File: src/hw/ssd_pkg.sv
// package: constants for the servo startup and direction block
package ssd_pkg;
  // clock rate and timing figures
  localparam int unsigned CLK_HZ          = 250_000_000;
  localparam int unsigned BASE_INIT_MS    = 1500;   // standard init time
  localparam int unsigned WAIT_STEP_MS    = 100;    // wait setting unit
  localparam int unsigned WAIT_SET_MAX    = 100;    // largest wait setting
  localparam int unsigned WAIT_SET_W      = 7;      // wait setting width
  // cycle counts derived from the figures
  localparam longint unsigned BASE_INIT_CYC =
    longint'(CLK_HZ) / 1000 * BASE_INIT_MS;
  localparam longint unsigned WAIT_STEP_CYC =
    longint'(CLK_HZ) / 1000 * WAIT_STEP_MS;
  // direction setting encodings
  localparam logic DIR_NORMAL  = 1'h0;   // positive -> clockwise
  localparam logic DIR_REVERSE = 1'h1;   // positive -> counterclockwise
  // sequencer states
  typedef enum logic [1:0] {
    SSD_ST_BASE = 2'b00,   // base init time running
    SSD_ST_WAIT = 2'b01,   // extra wait steps running
    SSD_ST_DONE = 2'b10    // init complete, protection on
  } ssd_state_t;
endpackage

File: src/hw/ssd_startup_dir.sv
// module: power-up sequencer, servo ready and direction mapping
// Functional notes
// - hold init 1.5 s plus wait times 0.1 s
// - refuse commands until init interval ends
// - ready needs init, power, no alarm, sync, link
// - protection starts after base time plus wait
// - servo-on status shows receipt, not readiness
// - direction bit swaps clockwise and counterclockwise
// - rotation judged from load-side shaft end
// - each inhibit blocks only its own direction
`timescale 1ns/1ps
module ssd_startup_dir
  import ssd_pkg::*;
#(
  parameter longint unsigned BASE_CYC = BASE_INIT_CYC,  // base init cycles
  parameter longint unsigned STEP_CYC = WAIT_STEP_CYC   // cycles per step
) (
  input  wire logic                  sys_clk,          // 250 MHz clock
  input  wire logic                  rst_b,            // async reset, low
  input  wire logic [WAIT_SET_W-1:0] power_up_wait_setting,  // 0..100
  input  wire logic                  rotation_direction_setting, // 0/1
  input  wire logic                  main_power_ok,    // main power pin
  input  wire logic                  alarm_active,     // alarm from logic
  input  wire logic                  phase_matched,    // network sync
  input  wire logic                  link_established, // network up
  input  wire logic                  servo_on_cmd,     // servo-on received
  input  wire logic                  cmd_valid,        // command present
  input  wire logic                  cmd_negative,     // command sign
  input  wire logic                  positive_overtravel_inhibit, // pin
  input  wire logic                  negative_overtravel_inhibit, // pin
  output logic                       init_done,        // init complete
  output logic                       protection_active, // monitoring on
  output logic                       servo_ready,      // ready status
  output logic                       servo_on_status,  // servo-on status
  output logic                       cmd_accept,       // command taken
  output logic                       clockwise_rotation,        // cw drive
  output logic                       counterclockwise_rotation, // ccw drive
  output logic                       motion_blocked    // inhibit stopped it
);

  localparam int CNT_W = 32;  // wide enough for 1.5 s at 250 MHz

  // elaboration checks: refuse counts the logic cannot serve
  // a zero count would wrap the end value round to the counter's top value
  if (BASE_CYC < 64'h1) begin : g_bad_base
    $error("ssd_startup_dir: BASE_CYC must be at least one");
  end
  if (STEP_CYC < 64'h1) begin : g_bad_step
    $error("ssd_startup_dir: STEP_CYC must be at least one");
  end
  // both counts must fit the cycle counter, or the end value is cut short and matches early
  if (BASE_CYC > (64'h1 << CNT_W)) begin : g_big_base
    $error("ssd_startup_dir: BASE_CYC too large for the counter");
  end
  if (STEP_CYC > (64'h1 << CNT_W)) begin : g_big_step
    $error("ssd_startup_dir: STEP_CYC too large for the counter");
  end
  // the clamp value must fit the wait setting port and step counter
  if (WAIT_SET_MAX >= (32'h1 << WAIT_SET_W)) begin : g_bad_wait
    $error("ssd_startup_dir: wait setting too narrow for its range");
  end

  logic [1:0]        rst_sync_q;   // reset release synchroniser
  logic              rst_n;        // synchronised reset
  // synchroniser first stages feed only their second stages
  logic [1:0]        pwr_sync_q;   // main power synchroniser
  logic [1:0]        pot_sync_q;   // positive inhibit synchroniser
  logic [1:0]        not_sync_q;   // negative inhibit synchroniser
  ssd_state_t        state_q;      // sequencer state
  logic [CNT_W-1:0]  cnt_q;        // cycle counter
  logic [WAIT_SET_W-1:0] steps_q;  // wait steps left
  logic              ready_q;      // registered ready
  logic              son_q;        // registered servo-on status
  logic              cw_q;         // registered cw output
  logic              ccw_q;        // registered ccw output
  logic              blk_q;        // registered block flag
  logic              acc_q;        // registered accept
  logic [WAIT_SET_W-1:0] wait_clip; // wait setting clamped to range
  logic              dir_pos;      // command asks positive direction
  logic              inhibit_hit;  // inhibit matching direction

  // reset release through two flops
  // assertion is asynchronous so the block clears even without a clock;
  // release is synchronous so no flop sees it close to a clock edge
  // everything below runs from the released copy, rst_n
  always_ff @(posedge sys_clk or negedge rst_b) begin
    if (!rst_b) rst_sync_q <= 2'h0;
    else        rst_sync_q <= {rst_sync_q[0], 1'h1};
  end
  assign rst_n = rst_sync_q[1];

  // pin inputs pass two flops
  // power good and both inhibits arrive from pins with no clock relation;
  // only the second stage is read, so no logic sees a metastable level
  always_ff @(posedge sys_clk or negedge rst_n) begin
    if (!rst_n) begin
      pwr_sync_q <= 2'h0;
      pot_sync_q <= 2'h0;
      not_sync_q <= 2'h0;
    end else begin
      pwr_sync_q <= {pwr_sync_q[0], main_power_ok};
      pot_sync_q <= {pot_sync_q[0], positive_overtravel_inhibit};
      not_sync_q <= {not_sync_q[0], negative_overtravel_inhibit};
    end
  end

  // clamp wait setting to its legal range
  // values above the top of the range act as the top value, so a stray
  // setting can never stretch init beyond its worst case
  assign wait_clip = (power_up_wait_setting > WAIT_SET_W'(WAIT_SET_MAX)) ?
                     WAIT_SET_W'(WAIT_SET_MAX) : power_up_wait_setting;

  // init sequencer: base time then setting x step
  // the setting is taken once, when the base time ends, so a host that
  // rewrites it during init cannot shorten an interval already begun
  // one counter serves both phases; it restarts at zero for each step
  always_ff @(posedge sys_clk or negedge rst_n) begin
    if (!rst_n) begin
      state_q <= SSD_ST_BASE;
      cnt_q   <= '0;
      steps_q <= '0;
    end else begin
      // fixed codes; a stray code falls into the default branch
      case (state_q)
        // a zero setting skips the wait phase entirely
        SSD_ST_BASE: begin  // base 1.5 s
          if (cnt_q == CNT_W'(BASE_CYC - 1)) begin
            cnt_q   <= '0;
            steps_q <= wait_clip;  // setting taken at end of base time
            state_q <= (wait_clip == '0) ? SSD_ST_DONE : SSD_ST_WAIT;
          end else begin
            cnt_q <= cnt_q + CNT_W'(1);
          end
        end
        // one counted step per setting unit; leave as the last one ends
        SSD_ST_WAIT: begin  // wait lengthens init
          if (cnt_q == CNT_W'(STEP_CYC - 1)) begin
            cnt_q   <= '0;
            steps_q <= steps_q - WAIT_SET_W'(1);
            if (steps_q == WAIT_SET_W'(1)) state_q <= SSD_ST_DONE;
          end else begin
            cnt_q <= cnt_q + CNT_W'(1);
          end
        end
        SSD_ST_DONE: begin  // stays here until reset
          cnt_q <= '0;
        end
        default: begin  // recover to start
          state_q <= SSD_ST_BASE;
          cnt_q   <= '0;
        end
      endcase
    end
  end

  // init done also starts protection monitoring
  // both points share one instant, as the wait setting lengthens both;
  // monitoring then stays on until the next reset
  assign init_done         = (state_q == SSD_ST_DONE);
  assign protection_active = (state_q == SSD_ST_DONE);

  // servo ready from all conditions, drops a cycle after any one fails
  // registered AND: one cycle late both ways, but glitch free for the
  // host; power good adds its two synchroniser cycles on top
  always_ff @(posedge sys_clk or negedge rst_n) begin
    if (!rst_n) ready_q <= 1'h0;
    else ready_q <= init_done && pwr_sync_q[1] && !alarm_active &&
                    phase_matched && link_established;
  end
  assign servo_ready = ready_q;

  // servo-on status only echoes receipt
  // it follows the command even before init ends; it never implies
  // that the drive will take motion commands
  always_ff @(posedge sys_clk or negedge rst_n) begin
    if (!rst_n) son_q <= 1'h0;
    else        son_q <= servo_on_cmd;
  end
  assign servo_on_status = son_q;

  // direction of the command in the positive sense
  // only the sign matters here; magnitude is handled upstream
  assign dir_pos = !cmd_negative;
  // each inhibit guards its own direction only
  assign inhibit_hit = dir_pos ? pot_sync_q[1] : not_sync_q[1];

  // command acceptance and rotation mapping
  // an inhibited command still counts as taken, but no rotation is
  // requested and motion_blocked reports why
  always_ff @(posedge sys_clk or negedge rst_n) begin
    if (!rst_n) begin
      acc_q <= 1'h0;
      cw_q  <= 1'h0;
      ccw_q <= 1'h0;
      blk_q <= 1'h0;
    end else begin
      acc_q <= cmd_valid && init_done;  // refused during init
      blk_q <= cmd_valid && init_done && inhibit_hit;
      if (cmd_valid && init_done && !inhibit_hit) begin
        // cw/ccw as seen at load-side shaft end
        if (rotation_direction_setting == DIR_NORMAL) begin
          cw_q  <= dir_pos;
          ccw_q <= !dir_pos;
        end else begin  // reversed mapping
          cw_q  <= !dir_pos;
          ccw_q <= dir_pos;
        end
      end else begin  // no motion
        cw_q  <= 1'h0;
        ccw_q <= 1'h0;
      end
    end
  end
  assign cmd_accept                = acc_q;
  assign clockwise_rotation        = cw_q;
  assign counterclockwise_rotation = ccw_q;
  assign motion_blocked            = blk_q;

  // limitation: the over-travel status bit layout seen by the host is
  // not rearranged here when the direction bit changes; inputs that can
  // trip protection must be settled before init_done rises

endmodule

File: config.mk
export PLATFORM = sky130hd
export DESIGN_NAME = ssd_startup_dir
export DESIGN_NICKNAME = d
export VERILOG_FILES = /design/src/hw/ssd_pkg.sv /design/src/hw/ssd_startup_dir.sv
export SDC_FILE = /design/constraint.sdc
export NUM_CORES = 1
export LEC_CHECK = 0
export ABC_AREA = 1
export ABC_CLOCK_PERIOD_IN_PS = 2850
export BUFFER_PORTS_ARGS = -buffer_cell sky130_fd_sc_hd__buf_4
export CAP_MARGIN = 5
export CORE_MARGIN = 5
export CORE_UTILIZATION = 65
export CTS_BUF_LIST = sky130_fd_sc_hd__clkbuf_8
export DETAILED_ROUTE_END_ITERATION = 6
export HOLD_SLACK_MARGIN = 0.15
export PLACE_DENSITY = 0.86
export SLEW_MARGIN = 0
export SYNTH_ARGS = -nofsm -noshare
export SYNTH_HDL_FRONTEND = slang
export SYNTH_SLANG_ARGS = --single-unit
File: constraint.sdc
create_clock -name sys_clk -period 2.85 [get_ports sys_clk]
set_input_delay 0.57 -clock sys_clk [delete_from_list [all_inputs] [get_ports sys_clk]]
set_output_delay 0.57 -clock sys_clk [all_outputs]
set_load 0.01 [all_outputs]
# Yosys cells after proc, flatten, opt, wreduce, memory -nomap -nowiden

Index checks and enable logic that the tools add are counted.

Bits of input ports: 19
Bits in registers: 55
Output and inout bits: 8

$add $sub $neg: 2
Muxes and demuxes: 17
Reduce and logical (&&, ||, !) cells: 15
Magnitude comparators: 1
Equality and inequality tests: 8
Bitwise logic cells: 1

Operators by type and width:

| kind                                                                     | number |
|---|---|
| 32-bit two-way mux                                                       | 2 |
| 32-bit one-hot mux with 2 select lines                                   | 1 |
| 32-bit by 1-bit adder with 32-bit output (second input constant)         | 1 |
| 32-bit by 25-bit equality test with 1-bit output (second input constant) | 1 |
| 32-bit by 29-bit equality test with 1-bit output (second input constant) | 1 |
| 7-bit two-way mux                                                        | 3 |
| 7-bit one-hot mux with 2 select lines                                    | 1 |
| 2-bit two-way mux                                                        | 4 |
| 7-bit by 1-bit equality test with 1-bit output (second input constant)   | 1 |
| 7-bit > comparator (second input constant)                               | 1 |
| 1-bit logical AND                                                        | 7 |
| 7-bit logical NOT                                                        | 1 |
| 7-bit by 1-bit subtractor with 7-bit output (second input constant)      | 1 |
| 2-bit inequality test (second input constant)                            | 3 |
| 2-bit one-hot mux with 3 select lines                                    | 1 |
| 1-bit two-way mux                                                        | 5 |
| 4-bit AND reduction                                                      | 1 |
| 1-bit logical NOT                                                        | 3 |
| 3-bit AND reduction                                                      | 1 |
| 2-bit by 1-bit equality test with 1-bit output (second input constant)   | 1 |
| 2-bit equality test (second input constant)                              | 1 |
| 2-bit logical NOT                                                        | 1 |
| 2-bit nonzero test                                                       | 1 |
| 1-bit NOT                                                                | 1 |

# Logic depth before layout (Yosys ltp)

Gate-level depths: netlist of run 1.

Word-level depth: 6
Depth in mapped cells: 11

# Least setup slack after synthesis of run 1

Ideal clock, no wire load.

Path type: register -> register
Start point: register cnt_q[0]
End point: register cnt_q[12]
Required time: 2.729 ns
Clock period less this slack: 1.574 ns
Data arrival time: 1.453 ns
Path slack: 1.276 ns
Stages on the path, launching flop included: 12
Cell sequence: dfrtp_1 > ha_1 > nand2_1 > nor2_4 > nand3_1 > nor2_1 > nand2_1 > nand2_2 > nand2_4 > inv_6 > buf_8 > nor2_2

Cells in the longest elaborated chain, start to end: 3
Elaborated cells on any way between the ends: 6

RTL lines:

| item                                                             | RTL line                                       | RTL |
|---|---|---|
| start: declaration                                               | ssd_startup_dir.sv:70                          | `logic [CNT_W-1:0] cnt_q;` |
| start signal: assignment                                         | ssd_startup_dir.sv:132                         | `cnt_q <= cnt_q + CNT_W'(1);` |
| start signal: assignment                                         | ssd_startup_dir.sv:142                         | `cnt_q <= cnt_q + CNT_W'(1);` |
| 32-bit by 1-bit adder with 32-bit output (tied with other cells) | ssd_startup_dir.sv:132, ssd_startup_dir.sv:142 |  |
| 32-bit two-way mux, on equally long branches                     | ssd_startup_dir.sv:137, ssd_startup_dir.sv:127 |  |
| 32-bit one-hot mux with 2 select lines (*)                       | ssd_startup_dir.sv:124                         | `case (state_q)` |

Every way passes the cells marked *; elsewhere a longest branch is shown, timed or not.
A chain may end at the register's enable or synchronous reset.

# Final worst setup path of run 1

Start point: register state_q[1]
End point: output protection_active

Cells in the longest elaborated chain, start to end: 1

RTL lines:

| item                     | RTL line               | RTL |
|---|---|---|
| start: declaration       | ssd_startup_dir.sv:69  | `ssd_state_t state_q;` |
| start signal: assignment | ssd_startup_dir.sv:130 | `state_q <= (wait_clip == '0) ? SSD_ST_DONE : SSD_ST_WAIT;` |
| 2-bit equality test      | ssd_startup_dir.sv:160 | `assign protection_active = (state_q == SSD_ST_DONE);` |
| end: declaration         | ssd_startup_dir.sv:32  | `output logic protection_active,` |

Every way passes these cells.

==> results of run 1 <==
[registers in the layout (all words and copies together) (netlist names)]
register,flops
cnt_q,32
steps_q,7
not_sync_q,2
pot_sync_q,2
pwr_sync_q,2
rst_sync_q,2
state_q,2
clockwise_rotation,1
cmd_accept,1
counterclockwise_rotation,1
motion_blocked,1
servo_on_status,1
servo_ready,1
[cell type report]
class	count	share of cell area [%]
sequential	55	37.2
multi-input combinational	352	46.7
clock inverter	3	0.608
timing repair buffer	28	5.74
inverter	54	5.60
tap	70	2.36
clock buffer	5	1.86
[worst max-delay path, cell delays in order (launching register included)]
cell     delay (ns)
dfrtp_1        0.40
inv_1          0.10
nor2_1         0.32
buf_4          0.20
[power groups by stage]
stage	clock (mW)	combinational [mW]	sequential (mW)
3_3_place_gp	0	0.0446	0.811
6_report	0.439	0.0460	0.796
3_5_place_dp	0	0.0457	0.812
5_1_grt	0.481	0.0519	0.799
4_1_cts	0.448	0.0469	0.796
2_1_floorplan	0	0.0115	0.814
[placed cells by master, fill, tap and decap left out, types with 5 or more instances in the layout]
cell / count
nor2_1: 89
xor2_1: 17
dfrtp_1: 54
nand2_1: 125
o21ai_0: 12
nor2_2: 12
nand4_1: 12
inv_1: 52
nor3_1: 13
buf_4: 27
clkbuf_8: 5
nand3_1: 39
[cell families after synthesis]
| group | share of synthesized area, % |
|---|---|
| xor gates and xnor gates | 5.49 |
| muxes | 0.299 |
| and+or+nand+nor | 41.1 |
| buffers and inverters | 7.35 |
| adders and majority gates | 1.12 |
| AOI/OAI and AO/OA | 3.47 |
| other | 0.112 |
| DFF | 41.1 |
[per-stage QoR]
step	hold slack, ns	area (um^2)	utilization, %	power, mW	cells
after floorplan	0.274	3350	-	0.825	465
after global placement	0.291	3600	71.5	0.855	558
after detailed placement	0.311	3600	71.5	0.857	558
after CTS	0.315	3710	73.5	1.29	567
after global routing	0.332	3710	73.5	1.33	567
final	0.292	3710	73.5	1.28	567
[layer usage]
layer | wire [um] | global-route usage, % | share of wire, % | vias to the layer above
met5 | 0 | 0 | 0 | -
met4 | 284 | 11.6 | 3.4 | 0
met3 | 498 | 4.17 | 5.9 | 24
met2 | 4030 | 46.8 | 48 | 137
met1 | 3590 | 37.3 | 43 | 1407
li1 | - | - | - | 1530
[final timing paths]
check / to / depth (start not counted) / startpoint / slack, ns
worst max-delay path: protection_active / 3 / state_q[1]$_DFFE_PN0P_ / 0.95
worst min-delay path: cnt_q[5]$_DFF_PN0_ / 0 / rst_sync_q[1]$_DFF_PN0_ / 0.29
worst max register to register: cnt_q[8]$_DFF_PN0_ / 10 / cnt_q[0]$_DFF_PN0_ / 1.00
worst min register to register: cnt_q[5]$_DFF_PN0_ / 0 / rst_sync_q[1]$_DFF_PN0_ / 0.29
max in group asynchronous: pot_sync_q[0]$_DFF_PN0_ / 1 / rst_sync_q[1]$_DFF_PN0_ / 1.77
min in group sys_clk: pwr_sync_q[0]$_DFF_PN0_ / 1 / main_power_ok / 0.35
[cells in the mapped netlist (all sizes together)]
cell type  number  share of area (%)
a21oi           5               0.86
a22oi           1               0.22
a31oi           2               0.37
buf             4                1.2
conb            1               0.11
dfrtp          55                 41
ha              3                1.1
inv            54                6.2
mux2i           1               0.30
nand2         129                 15
nand3          42                6.9
nand4          13                2.6
nor2          105                 14
nor3           15                2.7
nor3b           1               0.22
o211ai          1               0.22
o21ai          12                1.8
xnor2           4                1.0
xor2           17                4.4
[what timing repair did]
| item | CTS | global route |
|---|---|---|
| hold buffers | 1 | 0 |
| endpoints found under the hold margin | 2 | 0 |
| resized for setup | 0 | 0 |
==> summary.md, run 1 <==
| Metric | Value |
|---|---|
| Mapped cell area | 3350 um^2 |
| Combinational group share of total power | 3.6% |
| # port buffers | 26 |
| Gate Count Post-Synth | 465 |
| Vias in the first global route | 3022 |
| Setup TNS | 0 ns |
| Final worst setup slack | 0.954 ns |
| Initial drt markers | 233 |
| Fmax achieved | 528 MHz |
| Final hold vios | 0 |
| Worst Path Required | 2.28 ns |
| Initial antenna violation count | 0 |
| Nets | 518 |
| Antenna diode count | 0 |
| Share of layout cells above drive strength 1 | 13.1% |
| Post-CTS Repair Setup Buffers | 0 |
| Clock Latency Late Sink | 0.31 ns |
| Yosys cell types | 34 |
| Num CTS Buffers | 5 |
| Status | finished clean |
| GPL Wtd Cong | 0.995 |
| First-pass GRT wire length | 14.2 mm |
| CTS Root Cell | clkbuf_8 |
| Multi-input gate area | 1730 um^2 |
| Kind of end point of the critical path | output port |
| Die Y | 81.8 um |
| Site row count | 26 |
| Storage cell area | 1380 um^2 |
| Largest net degree at the start of global routing | 29 |
| Clock-pin slew on the worst setup and hold paths | 0.10 ns |
| Via Count | 3098 |
| Max_cap viols | 0 |
| Total GRT Usage | 28.3% |
| Clock power frac | 34.3% |
| P_int | 0.987 mW |
| Detailed Route WL | 8.40 mm |
| Num ports | 27 |
| Tcrit/Tclk final | 66.5% |
| Die Wd | 81.8 um |
| Initial core utilization | 66.5% |
| Area delta synth->final | 10.6% |
| TritonCTS clock tree | done |
| DRC violations left | 0 |
| DR pass1 iterations | 5 |
| Pre-CTS setup slack | 1.04 ns |
| Worst EP arrival | 1.33 ns |
| Sw power | 0.294 mW |
| Mean Syn Cell Area | 7.21 um^2 |
| Slew Viols, Final | 0 |
| Worst slew pin tran | 0.620 ns |
| Fillers | 430 |
| Yosys reg bits | 55 |
| Leakage | 1.66 nW |
| Max VDD drop | 263 uV |
| GRT overflow | 0 |
| Startpoint types | flop |
| Core area | 5040 um^2 |
| Final Setup Violations | 0 |
| RSZ-0062 raised after global routing | false |
| Final min period | 1.90 ns |
| Syn Nets | 487 |
| Max_slew headroom | 58.7% |
| Routed Antenna Nets | 0 |
| Power density cells | 346 nW/um^2 |
| Clock skew | 0.00979 ns |
| Vias per inst | 5.46 |
| Clock Path Buffers | 2 |
| Part of the Yosys area used for sequential elements | 41.1% |
| Reg power frac | 62.1% |
| CTS H-Tree Depth | 2 |
| Sw Share | 23.0% |
| Die area | 6690 um^2 |
| Synth warnings | 0 |
| Drt wl/cell | 14.8 um |
| CTS sink cnt | 55 |
| Worst-path maximum fanout | 5 |
| Final HPWL DP | 6.61 mm |
| HP Class | reg -> async |
| Critical setup path kind | reg -> out |
Note: power is estimated with default switching activity, not from simulation.
==> run 2, diff against run 1 <==
--- a/config.mk
+++ b/config.mk
@@ -5,16 +5,16 @@
 export SDC_FILE = /design/constraint.sdc
 export NUM_CORES = 1
 export LEC_CHECK = 0
-export ABC_AREA = 1
-export ABC_CLOCK_PERIOD_IN_PS = 2850
+export ABC_AREA = 0
+export ABC_CLOCK_PERIOD_IN_PS = 1900
 export BUFFER_PORTS_ARGS = -buffer_cell sky130_fd_sc_hd__buf_4
 export CAP_MARGIN = 5
 export CORE_MARGIN = 5
-export CORE_UTILIZATION = 65
+export CORE_UTILIZATION = 61
 export CTS_BUF_LIST = sky130_fd_sc_hd__clkbuf_8
 export DETAILED_ROUTE_END_ITERATION = 6
 export HOLD_SLACK_MARGIN = 0.15
-export PLACE_DENSITY = 0.86
+export PLACE_DENSITY = 0.82
 export SLEW_MARGIN = 0
 export SYNTH_ARGS = -nofsm -noshare
 export SYNTH_HDL_FRONTEND = slang
==> constraint.sdc (replaced) <==
create_clock -name sys_clk -period 1.9 [get_ports sys_clk]
set_input_delay 0.38 -clock sys_clk [delete_from_list [all_inputs] [get_ports sys_clk]]
set_output_delay 0.38 -clock sys_clk [all_outputs]
set_load 0.01 [all_outputs]
==> run 2 against run 1 <==
The flow now finishes with violations (setup timing). Core utilization grew 8.5 points. Die area shrank 7.6%. Critical path depth grew 3. Global-route usage shrank 4.2 points. Via count shrank 18%. Design area grew 3.1%. Flip-flop and latch count is the same. Critical endpoint is now steps_q[3]$_DFFE_PN0P_. Largest power group unchanged. Highest routed layer unchanged.
==> summary.md, run 2 <==
| Metric | Value |
|---|---|
| Leakage | 1.76 nW (+6.1%) |
| HP Class | in -> reg |
| Kind of end point of the critical path | flop |
| Post-synthesis compound-gate area fraction | 7.58% (+4.1 points) |
| Routed Antenna Nets | 0 (unchanged) |
| CTS Root Cell | clkbuf_8 |
| Via Count | 2531 (-18%) |
| Part of the Yosys area used for sequential elements | 47.9% (+6.8 points) |
| Synthesized-area fraction occupied by adder cells | 1.31% (+0.19 points) |
| FFs w/ async S/R, synth | 100% (unchanged) |
| Leading area contributor after synthesis | dfrtp_1 |
| Synth Area in XOR/XNOR | 9.15% (+3.7 points) |
| CTS sink cnt | 55 (unchanged) |
| Syn Nets | 316 (-35%) |
| First-pass GRT wire length | 11.6 mm (-18%) |
| Die area | 6180 um^2 (-7.6%) |
| Number of synthesized flops with an enable pin | 0 (unchanged) |
| Share of layout cells above drive strength 1 | 32.1% (+19 points) |
| Max FFs per register | 32 (unchanged) |
| Placed insts | 407 (-27%) |
| Clock Latency Late Sink | 0.32 ns (about the same) |
| Mean Syn Cell Area | 9.77 um^2 (+36%) |
| Antenna diode count | 0 (unchanged) |
| Most common cell after layout, fill and taps aside | buf_4 |
| Yosys cell types | 53 (+56%) |
| Most area-consuming cells after synthesis | dfrtp_1 (48%), xor2_1 (7.6%), nor2_1 (6.5%) |
| Main combinational cell family by area after synthesis | simple AND/OR/NAND/NOR gates |
| Most common cell in the netlist | dfrtp_1 |
| Worst Path Required | 2.08 ns (-0.20 ns) |
| Die Wd | 78.6 um (-3.9%) |
| Num ports | 27 (unchanged) |
| GPL Wtd Cong | 0.930 (-6.5%) |
| Max VDD drop | 617 uV (+140%) |
| Final Setup Violations | 38 (+38) |
| Top flop regs | cnt_q: 32 flops, steps_q: 7 flops |
| Mapped cell area | 2870 um^2 (-14%) |
| Nets | 395 (-24%) |
| Synth warnings | 0 (unchanged) |
| Worst slew pin tran | 0.649 ns (+0.0293 ns) |
| RSZ-0062 raised after global routing | true |
| CTS H-Tree Depth | 2 (unchanged) |
| Setup TNS | -2.72 ns (-2.72 ns) |
| Power density cells | 578 nW/um^2 (+67%) |
| Ys flop type | dfrtp_1 |
| Post-synth top cells | dfrtp_1 (55), nor2_1 (50), xor2_1 (25) |
| DRC violations left | 0 (unchanged) |
| Final HPWL DP | 4.73 mm (-28%) |
| GRT overflow | 0 (unchanged) |
| Startpoint types | flop |
| Post-Layout Cell Count | 428 (-25%) |
| Final worst setup slack | -0.0961 ns (-1.05 ns) |
| Final min period | 2.00 ns |
| Largest register by flop count | cnt_q |
| # port buffers | 26 (unchanged) |
| Critical setup path kind | reg -> reg |
| Clock skew | 0.0104 ns (+0.000593 ns) |
| Total GRT Usage | 24.1% (-4.2 points) |
| TritonCTS clock tree | done |
| Power, Total | 2.21 mW (+72%) |
| Most frequent cells in the layout | buf_4 (75), dfrtp_1 (54), nor2_1 (49) |
| Initial drt markers | 174 (-25%) |
| Clock-pin slew on the worst setup and hold paths | 0.10 ns (about the same) |
| Initial antenna violation count | 0 (unchanged) |
| Drt wl/cell | 16.9 um (+14%) |
| Post-synthesis mux area share | 0.740% (+0.44 points) |
| Pre-CTS setup slack | -0.159 ns (-1.20 ns) |
| Failing checks | setup timing |
| Simple-Gate Fraction of Synth Area | 29.7% (-11 points) |
| Vias per inst | 5.91 (+8.2%) |
| Vias in the first global route | 2511 (-17%) |
| Yosys reg bits | 55 (unchanged) |
| Max_cap viols | 0 (unchanged) |
| Die Y | 78.6 um (-3.9%) |
| Site row count | 25 (-3.8%) |
| Tcrit/Tclk final | 105% |
| Gate Count Post-Synth | 294 (-37%) |
| Largest net degree at the start of global routing | 54 (+86%) |
| Area delta synth->final | 33.0% |
| Core area | 4660 um^2 (-7.6%) |
| Slew Viols, Final | 0 (unchanged) |
| DR pass1 iterations | 4 (-1) |
| Synth top area share | 47.9% (+6.8 points) |
| Initial core utilization | 61.6% (-4.8 points) |
| Num CTS Buffers | 5 (unchanged) |
| Fmax achieved | 501 MHz |
| Worst-path maximum fanout | 4 (-1) |
| Final hold vios | 0 (unchanged) |
| Max_slew headroom | 56.7% (-2.0 points) |
| Status | complete, but fails checks |
| Fillers | 289 (-33%) |
| Worst EP arrival | 2.18 ns (+0.85 ns) |
| Detailed Route WL | 7.23 mm (-14%) |
| Clock Path Buffers | 2 (unchanged) |
==> run 2: report_power, final <==
group          switching [mW]  internal [mW]  total [mW]
logic                  0.0439         0.0414      0.0853
registers             0.00439           1.18        1.18
clock network           0.405          0.535       0.939
total                   0.453           1.76        2.21
==> run 2: what timing repair did <==
| action | in CTS | in global routing |
|---|---|---|
| gates resized for setup | 16 | 12 |
| pin swaps | 13 | 6 |
| endpoints found under the hold margin | 2 | 3 |
| setup endpoints to repair | 41 | 43 |
| hold buffers | 1 | 3 |
| setup buffers | 7 | 2 |
==> run 2: final cells by class <==
| cell class | instances | area, um^2 | area share (%) |
|---|---|---|---|
| Multi-Input combinational cell | 222 | 1550 | 40.5 |
| Timing Repair Buffer | 83 | 666 | 17.4 |
| Inverter | 6 | 22.5 | 0.590 |
| Tap cell | 54 | 67.6 | 1.77 |
| Clock inverter | 3 | 71.3 | 1.87 |
| Sequential cell | 55 | 1380 | 36.1 |
| Clock buffer | 5 | 68.8 | 1.80 |
==> run 2: stage by stage <==
step | hold slack (ns) | area, um^2 | utilization (%)
floorplan | 0.0844 | 2900 | -
global placement | 0.164 | 3440 | 73.8
detailed placement | 0.165 | 3440 | 73.8
CTS | 0.158 | 3710 | 79.6
global route | 0.159 | 3820 | 82.0
finish | 0.172 | 3820 | 82.0
==> run 2: logic make-up after synthesis <==
| family | Yosys count |
|---|---|
| fa+ha+maj | 3 |
| flops | 55 |
| other cells | 1 |
| compound gates | 29 |
| mux | 2 |
| simple gates | 157 |
| xor+xnor | 30 |
| buf+inv | 17 |
==> run 2: final timing paths <==
check | from | endpoint | cells after the start | slack, ns
max in group asynchronous | rst_sync_q[1]$_DFF_PN0_ | steps_q[0]$_DFFE_PN0P_ | 1 | 1.09
max | cnt_q[21]$_DFF_PN0_ | steps_q[3]$_DFFE_PN0P_ | 6 | -0.1
min in group asynchronous | rst_sync_q[1]$_DFF_PN0_ | pot_sync_q[0]$_DFF_PN0_ | 1 | 0.38
min reg2reg | pot_sync_q[0]$_DFF_PN0_ | pot_sync_q[1]$_DFF_PN0_ | 0 | 0.36
min | servo_on_cmd | servo_on_status$_DFF_PN0_ | 1 | 0.17
max reg2reg | cnt_q[21]$_DFF_PN0_ | steps_q[3]$_DFFE_PN0P_ | 6 | -0.1
==> run 2: critical path, stage by stage, from the launching register on <==
cell and delay (ns):
dfrtp_1 0.39, or4bb_1 0.55, nor4_4 0.30, o2bb2a_4 0.21, buf_4 0.15, o21ai_2 0.13
o211ai_1 0.13
==> run 2: per-layer routing <==
metal	global-route usage, %	vias to the layer above	wire, um
met5	0	-	0
met4	7.69	0	144
met3	3.78	13	281
met2	45.2	62	3870
met1	27.9	1251	2930
li1	-	1205	-
==> run 3, diff against run 2 <==
--- a/config.mk
+++ b/config.mk
@@ -13,8 +13,9 @@
 export CORE_UTILIZATION = 61
 export CTS_BUF_LIST = sky130_fd_sc_hd__clkbuf_8
 export DETAILED_ROUTE_END_ITERATION = 6
+export GPL_TIMING_DRIVEN = 0
 export HOLD_SLACK_MARGIN = 0.15
-export PLACE_DENSITY = 0.82
+export PLACE_DENSITY = 0.79
 export SLEW_MARGIN = 0
 export SYNTH_ARGS = -nofsm -noshare
 export SYNTH_HDL_FRONTEND = slang
==> run 3 against run 2 <==
The flow still finishes with violations (setup timing). Via count fell by 2.6%. Final cell count fell by 4.7%. Worst setup slack got worse by 0.10 ns. Combinational power fell by 8.8%. Hold slack got worse by 0.011 ns. Largest cell class unchanged.
==> summary.md, run 3 (synthesis gave the netlist of run 2 again) <==
| Metric | Value |
|---|---|
| Via Count | 2466 (-2.6%) |
| HP Class | in -> reg |
| Clock Path Buffers | 2 (unchanged) |
| Crit path max-delay family | simple AND/OR/NAND/NOR gates |
| DRC violations left | 0 (unchanged) |
| Vias per inst | 6.04 (+2.2%) |
| DR pass1 iterations | 4 (unchanged) |
| Num CTS Buffers | 5 (unchanged) |
| Most frequent cells in the layout | dfrtp_1 (51), buf_4 (47), nor2_1 (37) |
| Pre-CTS setup slack | -0.340 ns (-0.181 ns) |
| Nets | 375 (-5.1%) |
| Max_cap viols | 0 (unchanged) |
| Clock-pin slew on the worst setup and hold paths | 0.11 ns (about the same) |
| Kind of end point of the critical path | flop |
| CTS H-Tree Depth | 2 (unchanged) |
| Detailed Route WL | 7.05 mm (-2.5%) |
| Die Y | 78.6 um (unchanged) |
| # port buffers | 26 (unchanged) |
| Final hold vios | 0 (unchanged) |
| Site row count | 25 (unchanged) |
| Clock Latency Late Sink | 0.32 ns (about the same) |
| Routed Antenna Nets | 0 (unchanged) |
| Most common cell after layout, fill and taps aside | dfrtp_1 |
| Slew Viols, Final | 0 (unchanged) |
| Worst Path Buf+Inv | 2 (+1) |
| Core area | 4660 um^2 (unchanged) |
| Worst slew pin tran | 0.662 ns (+0.0127 ns) |
| GPL Wtd Cong | 0.884 (-5.0%) |
| Total GRT Usage | 25.1% (+0.94 points) |
| Vias in the first global route | 2660 (+5.9%) |
| Final worst setup slack | -0.201 ns (-0.105 ns) |
| RSZ-0062 raised after global routing | true |
| Tcrit/Tclk final | 111% (+5.5 points) |
| CTS Root Cell | clkbuf_8 |
| Worst EP arrival | 2.32 ns (+0.14 ns) |
| Initial drt markers | 234 (+34%) |
| Worst Path Required | 2.12 ns (+0.04 ns) |
| Initial core utilization | 61.6% (unchanged) |
| Max FFs per register | 32 (unchanged) |
| Max_slew headroom | 55.5% (-1.3 points) |
| Top flop regs | cnt_q: 32 flops, steps_q: 7 flops |
| Power density cells | 538 nW/um^2 (-7.0%) |
| First-pass GRT wire length | 12.4 mm (+6.6%) |
| Critical setup path kind | reg -> reg |
| Failing checks | setup timing |
| Drt wl/cell | 17.3 um (+2.3%) |
| Worst-path maximum fanout | 8 (+4) |
| Largest register by flop count | cnt_q |
| Largest incremental delay on the critical path | 0.57 ns (+0.02 ns) |
| Final min period | 2.10 ns (+0.105 ns) |
| Initial antenna violation count | 0 (unchanged) |
| Status | complete, but fails checks |
| GRT overflow | 0 (unchanged) |
| Fmax achieved | 476 MHz (-5.0%) |
| Largest net degree at the start of global routing | 30 (-44%) |
| Leakage | 1.61 nW (-8.5%) |
| Slowest cell on the critical path | or4_4 |
| Die area | 6180 um^2 (unchanged) |
| Max VDD drop | 381 uV (-38%) |
| Antenna diode count | 0 (unchanged) |
| Fin Hold WS | 0.161 ns (-0.0113 ns) |
| TritonCTS clock tree | done |
| Final Setup Violations | 40 (+5.3%) |
| WP depth | 7 (+1) |
| CTS sink cnt | 55 (unchanged) |
| Final HPWL DP | 4.43 mm (-6.2%) |
| Power, Total | 1.99 mW (-10%) |
| Area delta synth->final | 28.7% |
| Die Wd | 78.6 um (unchanged) |
| Num ports | 27 (unchanged) |
| Hold depth | 1 (unchanged) |
| Worst Reg2Reg Path Length in Cells | 7 (+1) |
| Worst path cell trace | or4_4 -> nor4_4 -> o2bb2a_4 -> o21ai_4 -> buf_12 -> buf_8 -> nor2_1 |
| Share of layout cells above drive strength 1 | 32.8% (+0.68 points) |
| Startpoint types | flop |
| Clock skew | 0.00822 ns (-0.00216 ns) |
run 3: changes by cell type in the layout (fill, tap and decap cells not counted), moves of 2 or more:
| cell | delta |
|---|---|
| buf_6 | +4 |
| dfrtp_2 | +3 |
| dfrtp_1 | -3 |
| bufinv_16 | -2 |
| nor2_1 | -12 |
| nor2_2 | +9 |
| nor2_4 | +3 |
| buf_4 | -28 |
| nor4_2 | +3 |
| buf_8 | +3 |
| nor4_1 | -2 |
run 3: stage by stage:
stage | instances | utilization (%) | TNS [ns] | instance area (um^2)
global route | 408 | 79.3 | -8.86 | 3700
floorplan | 294 | - | -3.85 | 2900
detailed placement | 375 | 68.2 | -11.57 | 3180
CTS | 403 | 77.0 | -5.09 | 3590
global placement | 374 | 67.8 | -29.97 | 3160
finish | 408 | 79.3 | -6.73 | 3700
run 3: layout make-up:
type / instances / area (um^2)
flip-flops and latches: 55 / 1380
repair buffers: 56 / 472
clock buffers: 5 / 68.8
inverters: 6 / 22.5
well taps: 54 / 67.6
clock inverters: 3 / 31.3
plain buffers: 7 / 76.3
fillers: 278 / 965
multi-input cells: 222 / 1580
run 3: routing by layer:
| layer | share of wire (%) | wire length (um) | global-route usage [%] | vias to the layer above |
|---|---|---|---|---|
| met5 | 0 | 0 | 0 | - |
| met4 | 1.9 | 131 | 9.44 | 0 |
| met3 | 6.1 | 432 | 4.01 | 15 |
| met2 | 49 | 3480 | 44.6 | 101 |
| met1 | 43 | 3010 | 30.4 | 1189 |
| li1 | - | - | - | 1161 |
run 3: timing repair:
action | in CTS | in global routing
gates resized for setup | 38 | 20
buffers inserted | 18 | 5
pin swaps | 23 | 11
hold buffers | 2 | 1
endpoints found under the setup margin | 43 | 42
endpoints found under the hold margin | 3 | 1
cloned | 3 | 0
run 3: path summary, 6_finish.rpt:
| path | slack (ns) | startpoint | to |
|---|---|---|---|
| hold / removal | 0.16 | main_power_ok | pwr_sync_q[0]$_DFF_PN0_ |
| setup / recovery | -0.20 | cnt_q[16]$_DFF_PN0_ | cnt_q[5]$_DFF_PN0_ |
| setup reg to reg | -0.20 | cnt_q[16]$_DFF_PN0_ | cnt_q[5]$_DFF_PN0_ |
| min in group asynchronous | 0.28 | rst_sync_q[1]$_DFF_PN0_ | cnt_q[6]$_DFF_PN0_ |
| hold reg to reg | 0.28 | rst_sync_q[1]$_DFF_PN0_ | cnt_q[6]$_DFF_PN0_ |
| max in group asynchronous | 1.06 | rst_sync_q[1]$_DFF_PN0_ | steps_q[6]$_DFFE_PN0P_ |
run 3: where the power goes:
part | switching (mW) | internal (mW) | total [mW]
clock network | 0.433 | 0.281 | 0.714
registers | 0.0153 | 1.18 | 1.20
logic | 0.0351 | 0.0427 | 0.0778
total | 0.483 | 1.50 | 1.99
